`src/rtl/tcsi_pkg.sv`:
```
package tcsi_pkg;

  // Register byte offsets
  localparam logic [7:0] OFS_CHANNEL_MODE = 8'h04;
  localparam logic [7:0] OFS_CHANNEL_STATUS = 8'h20;
  localparam logic [7:0] OFS_INTERRUPT_ENABLE_SET = 8'h24;
  localparam logic [7:0] OFS_INTERRUPT_ENABLE_CLEAR = 8'h28;
  localparam logic [7:0] OFS_INTERRUPT_MASK_VIEW = 8'h2c;

  // Status and mode field positions
  localparam int BIT_COUNTER_OVERFLOW = 0;
  localparam int BIT_LOAD_OVERRUN = 1;
  localparam int BIT_COMPARE_A_HIT = 2;
  localparam int BIT_COMPARE_B_HIT = 3;
  localparam int BIT_COMPARE_C_HIT = 4;
  localparam int BIT_LOAD_A = 5;
  localparam int BIT_LOAD_B = 6;
  localparam int BIT_EXT_TRIGGER = 7;
  localparam int BIT_CLOCK_RUNNING = 16;
  localparam int BIT_IO_A_MIRROR = 17;
  localparam int BIT_IO_B_MIRROR = 18;
  localparam int BIT_GENERATION_MODE = 0;

  // Mode select encoding
  localparam logic MODE_CAPTURE = 1'b0;
  localparam logic MODE_GENERATION = 1'b1;

  // Reset values
  localparam logic [7:0] RST_FLAGS = 8'h00;
  localparam logic [7:0] RST_MASK = 8'h00;
  localparam logic RST_MODE = 1'b0;
  localparam logic [31:0] RST_DATA = 32'h0000_0000;

  // Pin synchroniser depth
  localparam int SYNC_STAGES = 3;

  // Flags that only count in generation or in capture mode
  localparam logic [7:0] GEN_ONLY_FLAGS = 8'h0c;
  localparam logic [7:0] CAP_ONLY_FLAGS = 8'h62;

  typedef struct packed {
    logic [7:0] flags;
    logic [7:0] mask;
    logic mode;
    logic [SYNC_STAGES-1:0] sync_a;
    logic [SYNC_STAGES-1:0] sync_b;
    logic pin_a;
    logic pin_b;
    logic clock_running;
    logic io_a_mirror;
    logic io_b_mirror;
    logic ack;
    logic [31:0] dat;
    logic irq;
  } tcsi_state_s;

  typedef struct packed {
    logic pending;
  } tcsi_watch_s;

endpackage

```
`src/rtl/tcsi_load_watch.sv`:
```
`timescale 1ns/1ps
module tcsi_load_watch (
  input wire logic clk_i,
  input wire logic rst_i,
  input wire logic capture_mode_i,
  input wire logic load_i,
  input wire logic read_i,
  output logic overrun_o
);

  tcsi_pkg::tcsi_watch_s state;
  tcsi_pkg::tcsi_watch_s next_state;

  // Second load while the previous value is still unread
  always_comb begin
    next_state = state;
    overrun_o = capture_mode_i & load_i & state.pending & ~read_i;
    if (!capture_mode_i) begin
      next_state.pending = 1'b0;
    end else if (load_i) begin
      next_state.pending = 1'b1;
    end else if (read_i) begin
      next_state.pending = 1'b0;
    end
  end

  always_ff @(posedge clk_i) begin
    if (rst_i) begin
      state <= '0;
    end else begin
      state <= next_state;
    end
  end

endmodule

```
`src/rtl/tcsi_channel.sv`:
```
`timescale 1ns/1ps
module tcsi_channel #(
  parameter int ADDR_W = 8
) (
  input wire logic clk_i,
  input wire logic rst_i,
  input wire logic wb_cyc_i,
  input wire logic wb_stb_i,
  input wire logic wb_we_i,
  input wire logic [ADDR_W-1:0] wb_adr_i,
  input wire logic [3:0] wb_sel_i,
  input wire logic [31:0] wb_dat_i,
  output logic [31:0] wb_dat_o,
  output logic wb_ack_o,
  input wire logic counter_overflow_i,
  input wire logic capture_a_load_i,
  input wire logic capture_b_load_i,
  input wire logic capture_a_read_i,
  input wire logic capture_b_read_i,
  input wire logic compare_a_hit_i,
  input wire logic compare_b_hit_i,
  input wire logic compare_c_hit_i,
  input wire logic ext_trigger_i,
  input wire logic clock_enabled_i,
  input wire logic io_line_a_pin_i,
  input wire logic io_line_b_pin_i,
  input wire logic io_line_a_drive_i,
  input wire logic io_line_b_drive_i,
  output logic generation_mode_o,
  output logic irq_o
);

  tcsi_pkg::tcsi_state_s state;
  tcsi_pkg::tcsi_state_s next_state;

  logic overrun_a;
  logic overrun_b;
  logic capture_mode;

  assign capture_mode = (state.mode == tcsi_pkg::MODE_CAPTURE);

  // Unread capture value trackers
  tcsi_load_watch u_watch_a (
    .clk_i(clk_i),
    .rst_i(rst_i),
    .capture_mode_i(capture_mode),
    .load_i(capture_a_load_i),
    .read_i(capture_a_read_i),
    .overrun_o(overrun_a)
  );

  tcsi_load_watch u_watch_b (
    .clk_i(clk_i),
    .rst_i(rst_i),
    .capture_mode_i(capture_mode),
    .load_i(capture_b_load_i),
    .read_i(capture_b_read_i),
    .overrun_o(overrun_b)
  );

  // Word address match
  function automatic logic addr_hit(input logic [ADDR_W-1:0] adr, input logic [7:0] ofs);
    logic [7:0] word;
    word = 8'(adr);
    addr_hit = (word[7:2] == ofs[7:2]);
  endfunction

  // Status word image
  function automatic logic [31:0] status_word(input tcsi_pkg::tcsi_state_s s);
    logic [31:0] w;
    w = 32'h0000_0000;
    w[7:0] = s.flags;
    w[tcsi_pkg::BIT_CLOCK_RUNNING] = s.clock_running;
    w[tcsi_pkg::BIT_IO_A_MIRROR] = s.io_a_mirror;
    w[tcsi_pkg::BIT_IO_B_MIRROR] = s.io_b_mirror;
    status_word = w;
  endfunction

  logic [7:0] events;
  logic [7:0] mode_gate;
  logic take;
  logic take_rd;
  logic take_wr;
  logic lane0;

  always_comb begin
    events = 8'h00;
    events[tcsi_pkg::BIT_COUNTER_OVERFLOW] = counter_overflow_i;
    events[tcsi_pkg::BIT_LOAD_OVERRUN] = overrun_a | overrun_b;
    events[tcsi_pkg::BIT_COMPARE_A_HIT] = compare_a_hit_i;
    events[tcsi_pkg::BIT_COMPARE_B_HIT] = compare_b_hit_i;
    events[tcsi_pkg::BIT_COMPARE_C_HIT] = compare_c_hit_i;
    events[tcsi_pkg::BIT_LOAD_A] = capture_a_load_i;
    events[tcsi_pkg::BIT_LOAD_B] = capture_b_load_i;
    events[tcsi_pkg::BIT_EXT_TRIGGER] = ext_trigger_i;
  end

  // Flags that may be nonzero in the current mode
  always_comb begin
    if (state.mode == tcsi_pkg::MODE_GENERATION) begin
      mode_gate = ~tcsi_pkg::CAP_ONLY_FLAGS;
    end else begin
      mode_gate = ~tcsi_pkg::GEN_ONLY_FLAGS;
    end
  end

  assign take = wb_cyc_i & wb_stb_i & ~state.ack;
  assign take_rd = take & ~wb_we_i;
  assign take_wr = take & wb_we_i;
  assign lane0 = wb_sel_i[0];

  always_comb begin
    next_state = state;
    next_state.ack = take;
    next_state.dat = tcsi_pkg::RST_DATA;

    // Pin synchronisers, change accepted when last two stages agree
    next_state.sync_a = {state.sync_a[tcsi_pkg::SYNC_STAGES-2:0], io_line_a_pin_i};
    next_state.sync_b = {state.sync_b[tcsi_pkg::SYNC_STAGES-2:0], io_line_b_pin_i};
    if (state.sync_a[2] == state.sync_a[1]) begin
      next_state.pin_a = state.sync_a[2];
    end
    if (state.sync_b[2] == state.sync_b[1]) begin
      next_state.pin_b = state.sync_b[2];
    end

    // Live status bits
    next_state.clock_running = clock_enabled_i;
    if (state.mode == tcsi_pkg::MODE_GENERATION) begin
      next_state.io_a_mirror = io_line_a_drive_i;
      next_state.io_b_mirror = io_line_b_drive_i;
    end else begin
      next_state.io_a_mirror = state.pin_a;
      next_state.io_b_mirror = state.pin_b;
    end

    // Read data and read side effects
    if (take_rd) begin
      if (addr_hit(wb_adr_i, tcsi_pkg::OFS_CHANNEL_STATUS)) begin
        next_state.dat = status_word(state);
        next_state.flags = 8'h00;
      end else if (addr_hit(wb_adr_i, tcsi_pkg::OFS_INTERRUPT_MASK_VIEW)) begin
        next_state.dat = {24'h00_0000, state.mask};
      end else if (addr_hit(wb_adr_i, tcsi_pkg::OFS_CHANNEL_MODE)) begin
        next_state.dat = {31'h0000_0000, state.mode};
      end
    end

    // Writes
    if (take_wr && lane0) begin
      if (addr_hit(wb_adr_i, tcsi_pkg::OFS_INTERRUPT_ENABLE_SET)) begin
        next_state.mask = state.mask | wb_dat_i[7:0];
      end else if (addr_hit(wb_adr_i, tcsi_pkg::OFS_INTERRUPT_ENABLE_CLEAR)) begin
        next_state.mask = state.mask & ~wb_dat_i[7:0];
      end else if (addr_hit(wb_adr_i, tcsi_pkg::OFS_CHANNEL_STATUS)) begin
        next_state.flags = state.flags & ~wb_dat_i[7:0];
      end else if (addr_hit(wb_adr_i, tcsi_pkg::OFS_CHANNEL_MODE)) begin
        next_state.mode = wb_dat_i[tcsi_pkg::BIT_GENERATION_MODE];
      end
    end

    // New events win over any clear in the same cycle
    next_state.flags = (next_state.flags | (events & mode_gate)) & mode_gate;

    next_state.irq = |(next_state.flags & next_state.mask);
  end

  always_ff @(posedge clk_i) begin
    if (rst_i) begin
      state.flags <= tcsi_pkg::RST_FLAGS;
      state.mask <= tcsi_pkg::RST_MASK;
      state.mode <= tcsi_pkg::RST_MODE;
      state.sync_a <= '0;
      state.sync_b <= '0;
      state.pin_a <= 1'b0;
      state.pin_b <= 1'b0;
      state.clock_running <= 1'b0;
      state.io_a_mirror <= 1'b0;
      state.io_b_mirror <= 1'b0;
      state.ack <= 1'b0;
      state.dat <= tcsi_pkg::RST_DATA;
      state.irq <= 1'b0;
    end else begin
      state <= next_state;
    end
  end

  assign wb_dat_o = state.dat;
  assign wb_ack_o = state.ack;
  assign generation_mode_o = state.mode;
  assign irq_o = state.irq;

endmodule

```
`config.mk`:
```
export PLATFORM = sky130hd
export DESIGN_NAME = tcsi_channel
export DESIGN_NICKNAME = d
export VERILOG_FILES = /design/src/rtl/tcsi_pkg.sv /design/src/rtl/tcsi_load_watch.sv /design/src/rtl/tcsi_channel.sv
export SDC_FILE = /design/constraint.sdc
export NUM_CORES = 1
export LEC_CHECK = 0
export ABC_CLOCK_PERIOD_IN_PS = 3780
export BUFFER_PORTS_ARGS = -buffer_cell sky130_fd_sc_hd__buf_2
export CORE_UTILIZATION = 49
export CTS_CLUSTER_DIAMETER = 100
export DETAILED_ROUTE_END_ITERATION = 16
export PLACE_DENSITY = 0.86
export SYNTH_ARGS = -nofsm -noshare
export SYNTH_HDL_FRONTEND = slang
export SYNTH_SLANG_ARGS = --single-unit
```
`constraint.sdc`:
```
create_clock -name clk_i -period 3.78 [get_ports clk_i]
set_input_delay 0.756 -clock clk_i [delete_from_list [all_inputs] [get_ports clk_i]]
set_output_delay 0.756 -clock clk_i [all_outputs]
set_load 0.05 [all_outputs]
```
Yosys cells after proc, flatten, opt, wreduce, memory -nomap -nowiden:

Cells that the tools add are included.

* bits of input ports: 63
* bits in registers: 64
* word-level logic and storage cells: 80
* output and inout port bits: 35

* reductions and logical operators: 8
* mux-type cells: 21
* equal/unequal tests: 7
* bitwise logic cells: 28

Operators by type and width (number)
* $mux 8: 8
* $and 8x8->8: 5
* $eq 6x4->1 const B: 4
* $mux 19: 1
* $mux 17: 1
* $or 8x8->8: 2
* $and 1x1->1: 10
* $mux 1: 9
* $not 1->1: 9
* $not 8->8: 1
* $reduce_or 8->1: 1
* $mux 7: 1
* $eq 6x1->1 const B: 1
* $reduce_and 5->1: 1
* $reduce_bool 2->1: 2
* $reduce_or 2->1: 2
* $reduce_or 4->1: 1
* $eq 1x1->1: 2
* $mux 2: 1
* $logic_and 1x1->1: 1
* $or 1x1->1: 1

Depth between registers and ports, before layout:

Gate-level depths: netlist of the first run.

* depth after elaboration: 12
* depth in mapped cells: 7
* depth with buffers taken out: 6

Cells and area by module:

Synthesis of the first run repeated with hierarchy kept, for this count alone.

* cell total of the unflattened synthesis: 257
* area, all modules: 2245.9 sq um

By module, submodules not included
* tcsi_channel: area an instance 2135.8 sq um, cells each 247, times used 1, seq. area each 820.8 sq um
* tcsi_load_watch: area an instance 55.1 sq um, cells each 5, times used 2, seq. area each 20.0 sq um

Worst setup path before layout of the first run:

OpenSTA, ideal clock, no wires.

* kind: input port to flip-flop
* from: input wb_adr_i[4]
* to: register state, in the netlist irq_o
* stages: 6
* data required time: 3.658 ns
* arrival: 2.013 ns
* path slack: 1.644 ns
* cells stage by stage: nor4b_4 -> nand3_4 -> a211oi_2 -> o22ai_1 -> o31ai_1 -> a21oi_1

* word-level cells in the longest chain between the ends: 11
* elaborated cells on any way between the ends: 15
* classes of those cells: eq/ne: 3; mux: 8; bitwise: 3; reduce/logical: 1

Ends and longest elaborated chain
* start: declaration: RTL line tcsi_channel.sv:10 `input wire logic [ADDR_W-1:0] wb_adr_i,`
* $eq 6x4->1: RTL line tcsi_channel.sv:65 `addr_hit = (word[7:2] == ofs[7:2]);`
* $mux 8: RTL line tcsi_channel.sv:139 `if (addr_hit(wb_adr_i, tcsi_pkg::OFS_CHANNEL_STATUS)) begin`
* $mux 8: RTL line tcsi_channel.sv:138 `if (take_rd) begin`
* $mux 8: RTL line tcsi_channel.sv:155 `end else if (addr_hit(wb_adr_i, tcsi_pkg::OFS_CHANNEL_STATUS)) begin`
* $mux 8: RTL line tcsi_channel.sv:153 `end else if (addr_hit(wb_adr_i, tcsi_pkg::OFS_INTERRUPT_ENABLE_CLEAR)) begin`
* $mux 8: RTL line tcsi_channel.sv:151 `if (addr_hit(wb_adr_i, tcsi_pkg::OFS_INTERRUPT_ENABLE_SET)) begin`
* $mux 17 *: RTL line tcsi_channel.sv:150 `if (take_wr && lane0) begin`
* $or 8x8->8: RTL line tcsi_channel.sv:163 `next_state.flags = (next_state.flags | (events & mode_gate)) & mode_gate;`
* $and 8x8->8: RTL line tcsi_channel.sv:163
* $and 8x8->8 *: RTL line tcsi_channel.sv:165 `next_state.irq = |(next_state.flags & next_state.mask);`
* $reduce_or 8->1 *: RTL line tcsi_channel.sv:165
* end signal: assignment: RTL line tcsi_channel.sv:184 `state <= next_state;`
* end: declaration: RTL line tcsi_channel.sv:33 `tcsi_pkg::tcsi_state_s state;`

Every way passes the cells marked *; elsewhere a longest branch is shown, timed or not.
A chain may end at the register's enable or synchronous reset.

Final worst setup path of the first run:

Ends and elaborated chain as after synthesis.

==> results of run 1 <==
==> routing by layer <==
metal | up-vias | GRT usage (%) | part of all wire, %
met5 | - | 0 | 0
met4 | 0 | 8.42 | 1.2
met3 | 6 | 6.08 | 6.0
met2 | 62 | 31.4 | 47
met1 | 732 | 23.3 | 45
li1 | 806 | - | -
==> cells in the mapped netlist (6+ instances only) <==
library cell  count
a21oi_1           7
a22o_1            7
and2_1            9
buf_4            32
dfxtp_1          43
nand2_1          15
nand4_1          12
nor2_1           24
nor2b_1           9
nor3_1            7
o22ai_1           6
==> per-stage QoR <==
| stage | power (mW) | area [µm²] | util [%] | hold slack [ns] |
|---|---|---|---|---|
| 2_1_floorplan | 0.580 | 2060 | - | 0.406 |
| 3_3_place_gp | 0.591 | 2090 | 55.4 | 0.412 |
| 3_5_place_dp | 0.594 | 2090 | 55.4 | 0.419 |
| 4_1_cts | 0.865 | 2170 | 57.6 | 0.437 |
| 5_1_grt | 0.897 | 2170 | 57.6 | 0.449 |
| 6_report | 0.859 | 2170 | 57.6 | 0.431 |
==> kinds of logic (layout without fill, tap and decap cells) <==
kind of cell	after synthesis	count (layout)	synth area share, %
flops	43	43	43.3
mux	3	3	1.51
buf+inv	43	59	14.7
other cells	1	21	0.188
compound gates	42	42	14.9
simple gates	91	91	25.4
==> worst max-delay path by stage <==
stage / slack [ns] / from / endpoint / cells after the start
6_report: 1.46 / wb_adr_i[4] / irq_o / 7
5_1_grt: 1.29 / wb_adr_i[4] / irq_o / 7
4_1_cts: 1.48 / wb_adr_i[4] / irq_o / 7
3_5_place_dp: 1.18 / wb_adr_i[4] / irq_o / 7
3_3_place_gp: 1.17 / wb_adr_i[4] / irq_o / 7
2_1_floorplan: 1.64 / wb_adr_i[4] / irq_o / 6
==> power groups by stage <==
stage,combinational (mW),clock (mW),sequential (mW)
2_1_floorplan,0.100,0,0.479
3_3_place_gp,0.113,0,0.479
3_5_place_dp,0.115,0,0.479
4_1_cts,0.115,0.281,0.469
5_1_grt,0.125,0.302,0.470
6_report,0.116,0.274,0.469
==> critical path, delay by kind of cell <==
kind / cells / cell delay, ns
compound gates: 4 / 0.81
buf+inv: 1 / 0.12
simple gates: 2 / 0.79
==> sequential cells by signal, summed over array words and instances (netlist names) <==
signal	count
wb_ack_o	1
generation_mode_o	1
wb_dat_o	11
next_state	4
state	23
u_watch_b.state	1
irq_o	1
u_watch_a.state	1
==> area by class of cell <==
class,count,area [µm²]
fill,343,1600
tap,48,60.1
clock buffer,7,76.3
multi-input combinational,157,911
inverter,2,7.51
sequential,43,861
timing repair buffer,49,250
clock inverter,1,5.00
==> flow_metrics.py, run 1 <==
metrics = {
    "timing": {
        "finalWorstSetupSlack_ns": 1.46,
        "rsz0062_at_grt": "no",
        "fin_crit_sh_pct": 61.4,
        "hold_violations": 0,
        "worst_pin_slew_ns": 0.607,
        "drv_slew": 0,
        "tns_ns": 0,
        "setup_viol": 0,
        "fin_crit_ns": 2.32,
        "maxSlewHeadroom_pct": 59.5,
        "fmax_mhz": 431,
        "finalClockSkew_ns": 0.00952,
    },
    "finish": {
        "final_common_cell": "buf_2",
        "fin_nets": 321,
        "layout_common_cells": "buf_2 (47), dfxtp_1 (43), nor2_1 (24), conb_1 (21), nand2_1 (15)",
        "final_cells": 307,
        "num_antenna_cells": 0,
        "areaGrowthSynthToFinish_pct": 9.12,
        "drive_gt1_share_pct": 23.2,
    },
    "power": {
        "p_per_area_mw_per_mm2": 396,
        "p_clk_share_pct": 31.9,
        "p_int_uw": 622,
        "p_leak_nw": 0.937,
        "p_sw_share_pct": 27.6,
        "net-switching-power_uw": 237,
        "p_comb_share_pct": 13.5,
        "peakVddDrop_uv": 199,
        "power_frac_seq_pct": 54.6,
    },
    "worst_setup_path": {
        "r2r_cells": 6,
        "endpoint_kind": "register",
        "crit_slowest_cell": "nor4b_4",
        "arrival_ns": 2.47,
        "crit_type": "input port to register",
        "crit_path_start_kind": "input port",
        "path_cells": "buf_2, nor4b_4, nand3_4, a211oi_2, o22ai_1, o31ai_1, a21oi_1",
        "crit_required_ns": 3.93,
        "path_max_fanout": 9,
        "max_stage_delay_ns": 0.55,
        "r2r-end": "irq_o",
        "reg2reg_from": "wb_ack_o",
        "rrSetupSlack_ns": 1.84,
    },
    "min_path": {
        "worst_hold_path_type": "register to register",
        "hold_depth": 1,
        "hold_end": "wb_dat_o[18]",
        "worstHoldStart": "state[34]",
    },
    "routing": {
        "drtPass1Iterations": 4,
        "num_vias": 1606,
        "via_per_inst": 5.23,
        "drt_wl_total_mm": 3.88,
        "wl_per_cell_um": 12.6,
        "drcViolationCount": 0,
        "drt-initial-drc-count": 65,
        "ant_nets": 0,
    },
    "clocking": {
        "htree_num_levels": 2,
        "clockRootBuffer": "clkbuf_8",
        "cts_tree": "built",
        "cts_sinks": 43,
        "cts_buffers": 5,
        "clock_path_buffers": 2,
        "cts.reportedPaths.clkPinSlew_ns": 0.07,
        "cts-resized-gates": 0,
        "clk-insertion-delay-late_ns": 0.30,
        "post_cts_buffers": 0,
        "hold_buffers": 0,
    },
    "global_routing": {
        "antenna_found_initial": 0,
        "grt_pass1_vias": 1403,
        "grt_usage_pct": 19.4,
        "grt_max_degree": 34,
        "grt_pass1_wl_mm": 6.24,
        "grt-ovfl-total": 0,
    },
    "logic_synthesis": {
        "ys_seq_area_share_pct": 43.3,
        "synth_top_area_cell": "dfxtp_1",
        "ys_ff_latch": 43,
        "synth_cell_types": 40,
        "synth_ff_type": "dfxtp_1",
        "synth_warnings": 0,
        "synth.area.top_cells": "dfxtp_1 (43%), buf_4 (12%), nor2_1 (4.5%)",
        "synth_async_sr_flop_share_pct": 0,
        "syn_avg_cell_area_um2": 8.92,
        "mappedNetlistArea_mm2": 0.00199,
        "synth_top_area_share_pct": 43.3,
        "netlist_instances": 223,
        "synth_edf_count": 0,
    },
    "placement": {
        "portBuffers": 47,
        "dp.cells": 299,
        "place_ws_ns": 1.18,
        "dp_hpwl_mm": 2.70,
        "gp_congestion": 0.878,
    },
    "floorplan": {
        "rows": 22,
        "floorplan.die_area_mm2": 0.00432,
        "core_area_mm2": 0.00377,
        "initial_utilization_pct": 52.8,
        "ios": 98,
        "dieWidth_um": 65.7,
        "die_h_um": 65.7,
    },
    "outcome": {
        "outcome": "complete, no violations",
    },
    "job": {
        "drv_cap": 0,
    },
}
(Power assumes the default switching activity.)
==> inputs of run 2 (changes only) <==
- ABC_CLOCK_PERIOD_IN_PS: 3780 -> 2000
- CORE_UTILIZATION: 49 -> 41
- PLACE_DENSITY: 0.86 -> 0.77
- clock period: 3.78 -> 2 ns (I/O delays scaled with it)
==> run 2 against run 1 <==
  * Clock power rose by 99%
  * Worst hold slack worse by 0.12 ns
  * Cell count grew 4.6%
==> flow_metrics.py, run 2 (synthesis gave the netlist of run 1 again) <==
metrics = {
    "finish": {
        "seq_area_um2": 861,
        "largest_reg_flops": 23,
        "layout_common_cells": "buf_2 (47), dfxtp_1 (43), nor2_1 (24), conb_1 (21), nand2_1 (15)",
        "fin_nets": 331,
        "design_area_mm2": 0.00226,
        "fillCellCount": 435,
        "multi_input_area_um2": 911,
        "areaGrowthSynthToFinish_pct": 13.5,
        "drive_gt1_share_pct": 26.8,
        "num_antenna_cells": 0,
        "top_register": "state",
        "final_common_cell": "buf_2",
    },
    "floorplan": {
        "initial_utilization_pct": 44.2,
        "core_area_mm2": 0.00450,
        "die_h_um": 71.7,
        "rows": 24,
        "ios": 98,
        "dieWidth_um": 71.7,
        "floorplan.die_area_mm2": 0.00513,
    },
    "timing": {
        "setup_viol": 0,
        "finalClockSkew_ns": 0.00899,
        "hold_violations": 0,
        "fmax_mhz": 568,
        "fin_crit_ns": 1.76,
        "rsz0062_at_grt": "no",
        "drv_slew": 0,
        "fin_crit_sh_pct": 88.1,
        "tns_ns": 0,
    },
    "routing": {
        "drtPass1Iterations": 4,
        "drcViolationCount": 0,
        "drt_wl_total_mm": 4.03,
        "ant_nets": 0,
        "drt-initial-drc-count": 94,
        "wl_per_cell_um": 12.5,
        "via_per_inst": 5.07,
        "num_vias": 1629,
    },
    "clocking": {
        "cts_sinks": 43,
        "post_cts_buffers": 0,
        "clockRootBuffer": "clkbuf_8",
        "clock_path_buffers": 2,
        "htree_num_levels": 2,
        "cts-resized-gates": 0,
        "cts_buffers": 5,
        "hold_buffers": 0,
        "cts_tree": "built",
        "cts.reportedPaths.clkPinSlew_ns": 0.09,
        "clk-insertion-delay-late_ns": 0.30,
    },
    "worst_setup_path": {
        "r2r-end": "irq_o",
        "arrival_ns": 1.93,
        "r2r_cells": 7,
        "reg2reg_from": "wb_ack_o",
        "path_max_fanout": 8,
        "endpoint_kind": "register",
        "rrSetupSlack_ns": 0.24,
        "crit_required_ns": 2.17,
        "crit_path_start_kind": "register",
        "crit_type": "register to register",
    },
    "outcome": {
        "outcome": "complete, no violations",
    },
    "power": {
        "peakVddDrop_uv": 266,
        "p_leak_nw": 0.984,
        "fin_total_pwr_mw": 1.66,
        "p_per_area_mw_per_mm2": 734,
    },
    "global_routing": {
        "grt_max_degree": 33,
        "grt_pass1_wl_mm": 6.80,
        "antenna_found_initial": 0,
        "grt_pass1_vias": 1467,
        "grt-ovfl-total": 0,
        "grt_usage_pct": 16.9,
    },
    "min_path": {
        "worst_hold_path_type": "input port to register",
        "hold_end": "next_state[43]",
        "worstHoldStart": "io_line_a_pin_i",
        "hold_depth": 2,
    },
    "placement": {
        "dp_hpwl_mm": 2.91,
        "place_area_mm2": 0.00217,
        "portBuffers": 47,
        "gp_congestion": 0.842,
    },
    "job": {
        "drv_cap": 0,
    },
}
==> run 2: changes by cell type in the layout (fill, tap and decap cells not counted), sizes merged <==
cell,delta
clkinvlp,+2
buf,+10
clkbuf,-2
==> run 2: worst max path at each step <==
stage	startpoint	endpoint	slack, ns
after global placement	wb_adr_i[4]	irq_o	0.01
after floorplan	wb_ack_o	irq_o	0.14
after detailed placement	wb_adr_i[4]	irq_o	0.009
after global routing	wb_ack_o	irq_o	0.12
final	wb_ack_o	irq_o	0.24
after CTS	wb_ack_o	irq_o	0.30
==> run 2: critical path: stages, from the launching register on <==
cell,delay (ns)
dfxtp_1,0.33
and4b_1,0.41
buf_4,0.19
nand4_1,0.09
a21boi_0,0.26
o22ai_1,0.14
nor2_1,0.13
a21oi_1,0.09
==> run 2: metrics by stage <==
stage / hold WS, ns / utilization, % / setup WS, ns / cells
after global routing: 0.320 / 50.1 / 0.118 / 321
final: 0.313 / 50.1 / 0.238 / 321
after floorplan: 0.406 / - / 0.143 / 243
after CTS: 0.313 / 50.1 / 0.300 / 321
after detailed placement: 0.414 / 48.2 / 0.00915 / 313
after global placement: 0.409 / 48.2 / 0.0110 / 313
==> run 2: layout make-up <==
class	instances	area share, %
repair buffers	59	14.4
clock inverters	3	0.886
flip-flops and latches	43	38.1
well taps	52	2.88
inverters	2	0.332
multi-input cells	157	40.3
clock buffers	5	3.05
==> run 2: metal layers <==
| layer | up-vias | GRT usage [%] | routed length [µm] | part of all wire, % |
|---|---|---|---|---|
| met5 | - | 0 | 0 | 0 |
| met4 | 0 | 6.75 | 68 | 1.7 |
| met3 | 6 | 3.80 | 221 | 5.5 |
| met1 | 731 | 23.1 | 1940 | 48 |
| li1 | 828 | - | - | - |
| met2 | 64 | 25.9 | 1800 | 45 |
==> run 2: power breakdown <==
| group | total [mW] | internal (mW) | switching [mW] |
|---|---|---|---|
| registers | 0.885 | 0.875 | 0.0102 |
| clock network | 0.545 | 0.243 | 0.302 |
| logic | 0.229 | 0.0636 | 0.165 |
==> inputs of run 3 (changes only) <==
- CORE_UTILIZATION: 41 -> 43
- CTS_BUF_LIST: unset -> sky130_fd_sc_hd__clkbuf_8
- PLACE_DENSITY: 0.77 -> 0.8
==> run 3 against run 2 <==
  * Die area shrank 4.5%
  * Worst hold slack lost 0.0077 ns
  * Core utilization grew 1.7 points
  * Largest cell class unchanged
  * Highest routed layer unchanged
  * Clock power grew 45%
  * Critical path depth shrank 1
  * Sequential share of layout area shrank 0.50 points
  * Wire length grew 5.1%
  * Non-clock buffer count shrank 2
  * Sequential power is essentially flat
==> flow_metrics.py, run 3 (synthesis gave the netlist of run 1 again) <==
metrics = {
    "outcome": {
        "outcome": "complete, no violations",
    },
    "global_routing": {
        "grt_max_degree": 33,
        "antenna_found_initial": 0,
        "grt_usage_pct": 18.2,
        "grt_pass1_wl_mm": 7.04,
        "grt-ovfl-total": 0,
        "grt_pass1_vias": 1587,
    },
    "timing": {
        "setup_viol": 0,
        "rsz0062_at_grt": "no",
        "hold_violations": 0,
        "fin_crit_sh_pct": 88.5,
        "fin_crit_ns": 1.77,
        "tns_ns": 0,
        "finalWorstSetupSlack_ns": 0.229,
        "finalClockSkew_ns": 0.00663,
        "fmax_mhz": 565,
        "drv_slew": 0,
    },
    "finish": {
        "drive_gt1_share_pct": 26.2,
        "top_register": "state",
        "num_antenna_cells": 0,
        "largest_reg_flops": 23,
        "final_common_cell": "buf_2",
        "fillCellCount": 429,
        "areaGrowthSynthToFinish_pct": 15.0,
        "fin_nets": 329,
        "layout_common_cells": "buf_2 (47), dfxtp_1 (43), nor2_1 (24), conb_1 (21), nand2_1 (15)",
        "design_area_mm2": 0.00229,
    },
    "routing": {
        "via_per_inst": 5.19,
        "drt-initial-drc-count": 98,
        "num_vias": 1657,
        "drtPass1Iterations": 4,
        "ant_nets": 0,
        "drcViolationCount": 0,
        "drt_wl_total_mm": 4.23,
        "wl_per_cell_um": 13.3,
    },
    "worst_setup_path": {
        "crit_type": "register to register",
        "path_delay_family": "compound AO/OA/AOI/OAI gates",
        "crit_start": "wb_ack_o",
        "crit_slowest_cell": "and4b_2",
        "max_stage_delay_ns": 0.39,
        "crit_path_start_kind": "register",
        "reg2reg_from": "wb_ack_o",
        "endpoint_kind": "register",
        "r2r-end": "irq_o",
        "path_cells": "and4b_2, nand4_1, a21boi_0, o22ai_1, o31ai_1, a21oi_1",
        "r2r_cells": 6,
        "path_max_fanout": 9,
        "crit_required_ns": 2.17,
        "arrival_ns": 1.94,
        "path_buf_inv": 0,
        "rrSetupSlack_ns": 0.23,
    },
    "placement": {
        "dp_hpwl_mm": 2.97,
        "place_ws_ns": -0.00188,
        "portBuffers": 47,
        "gp_congestion": 0.831,
        "place_area_mm2": 0.00215,
    },
    "clocking": {
        "clockRootBuffer": "clkbuf_8",
        "cts_tree": "built",
        "clock_path_buffers": 2,
        "hold_buffers": 0,
        "clk-insertion-delay-late_ns": 0.30,
        "cts_buffers": 5,
        "htree_num_levels": 2,
        "cts.reportedPaths.clkPinSlew_ns": 0.08,
        "cts_sinks": 43,
    },
    "min_path": {
        "hold_end": "next_state[43]",
        "worstHoldStart": "io_line_a_pin_i",
        "hold_depth": 2,
        "worst_hold_path_type": "input port to register",
    },
    "floorplan": {
        "rows": 24,
        "die_h_um": 70.0,
        "floorplan.die_area_mm2": 0.00490,
        "core_area_mm2": 0.00441,
        "dieWidth_um": 70.0,
        "ios": 98,
        "initial_utilization_pct": 45.1,
    },
    "power": {
        "peakVddDrop_uv": 378,
        "fin_total_pwr_mw": 1.90,
        "p_leak_nw": 1.00,
        "p_per_area_mw_per_mm2": 832,
    },
    "job": {
        "drv_cap": 0,
    },
}
==> run 3: worst max-delay path by stage <==
stage          depth (start not counted)    end
6_report                               6  irq_o
4_1_cts                                6  irq_o
2_1_floorplan                          7  irq_o
3_3_place_gp                           8  irq_o
3_5_place_dp                           8  irq_o
5_1_grt                                6  irq_o
==> run 3: final cells by class <==
class                      count  area, µm²  area share [%]
tap                           52       65.1            2.84
timing repair buffer          57        310            13.6
inverter                       2       7.51           0.328
multi-input combinational    157        912            39.9
clock buffer                   5       68.8            3.01
clock inverter                 3       63.8            2.79
sequential                    43        861            37.6
==> run 3: power breakdown <==
group	internal [mW]	switching (mW)	total, mW	leakage (nW)
Clock	0.494	0.295	0.789	0.0695
Combinational	0.0626	0.166	0.229	0.584
Sequential	0.875	0.0109	0.886	0.350
==> run 3: layer usage <==
layer	GRT usage, %	part of all wire (%)	routed length, µm
met1	23.0	45	1900
met2	29.6	47	1990
met3	2.89	6.2	263
met4	9.56	2.1	87
met5	0	0	0
==> run 3: repair_timing <==
| action | CTS | global route |
|---|---|---|
| endpoints found under the setup margin | 0 | 1 |
| gates resized for setup | 0 | 1 |
| setup buffers | 0 | 0 |
==> run 3: through the flow <==
stage               hold slack [ns]  util [%]  cells
floorplan                     0.406         -    243
global placement              0.409      48.8    311
detailed placement            0.411      48.8    311
CTS                           0.300      51.8    319
global route                  0.302      51.8    319
finish                        0.306      51.8    319
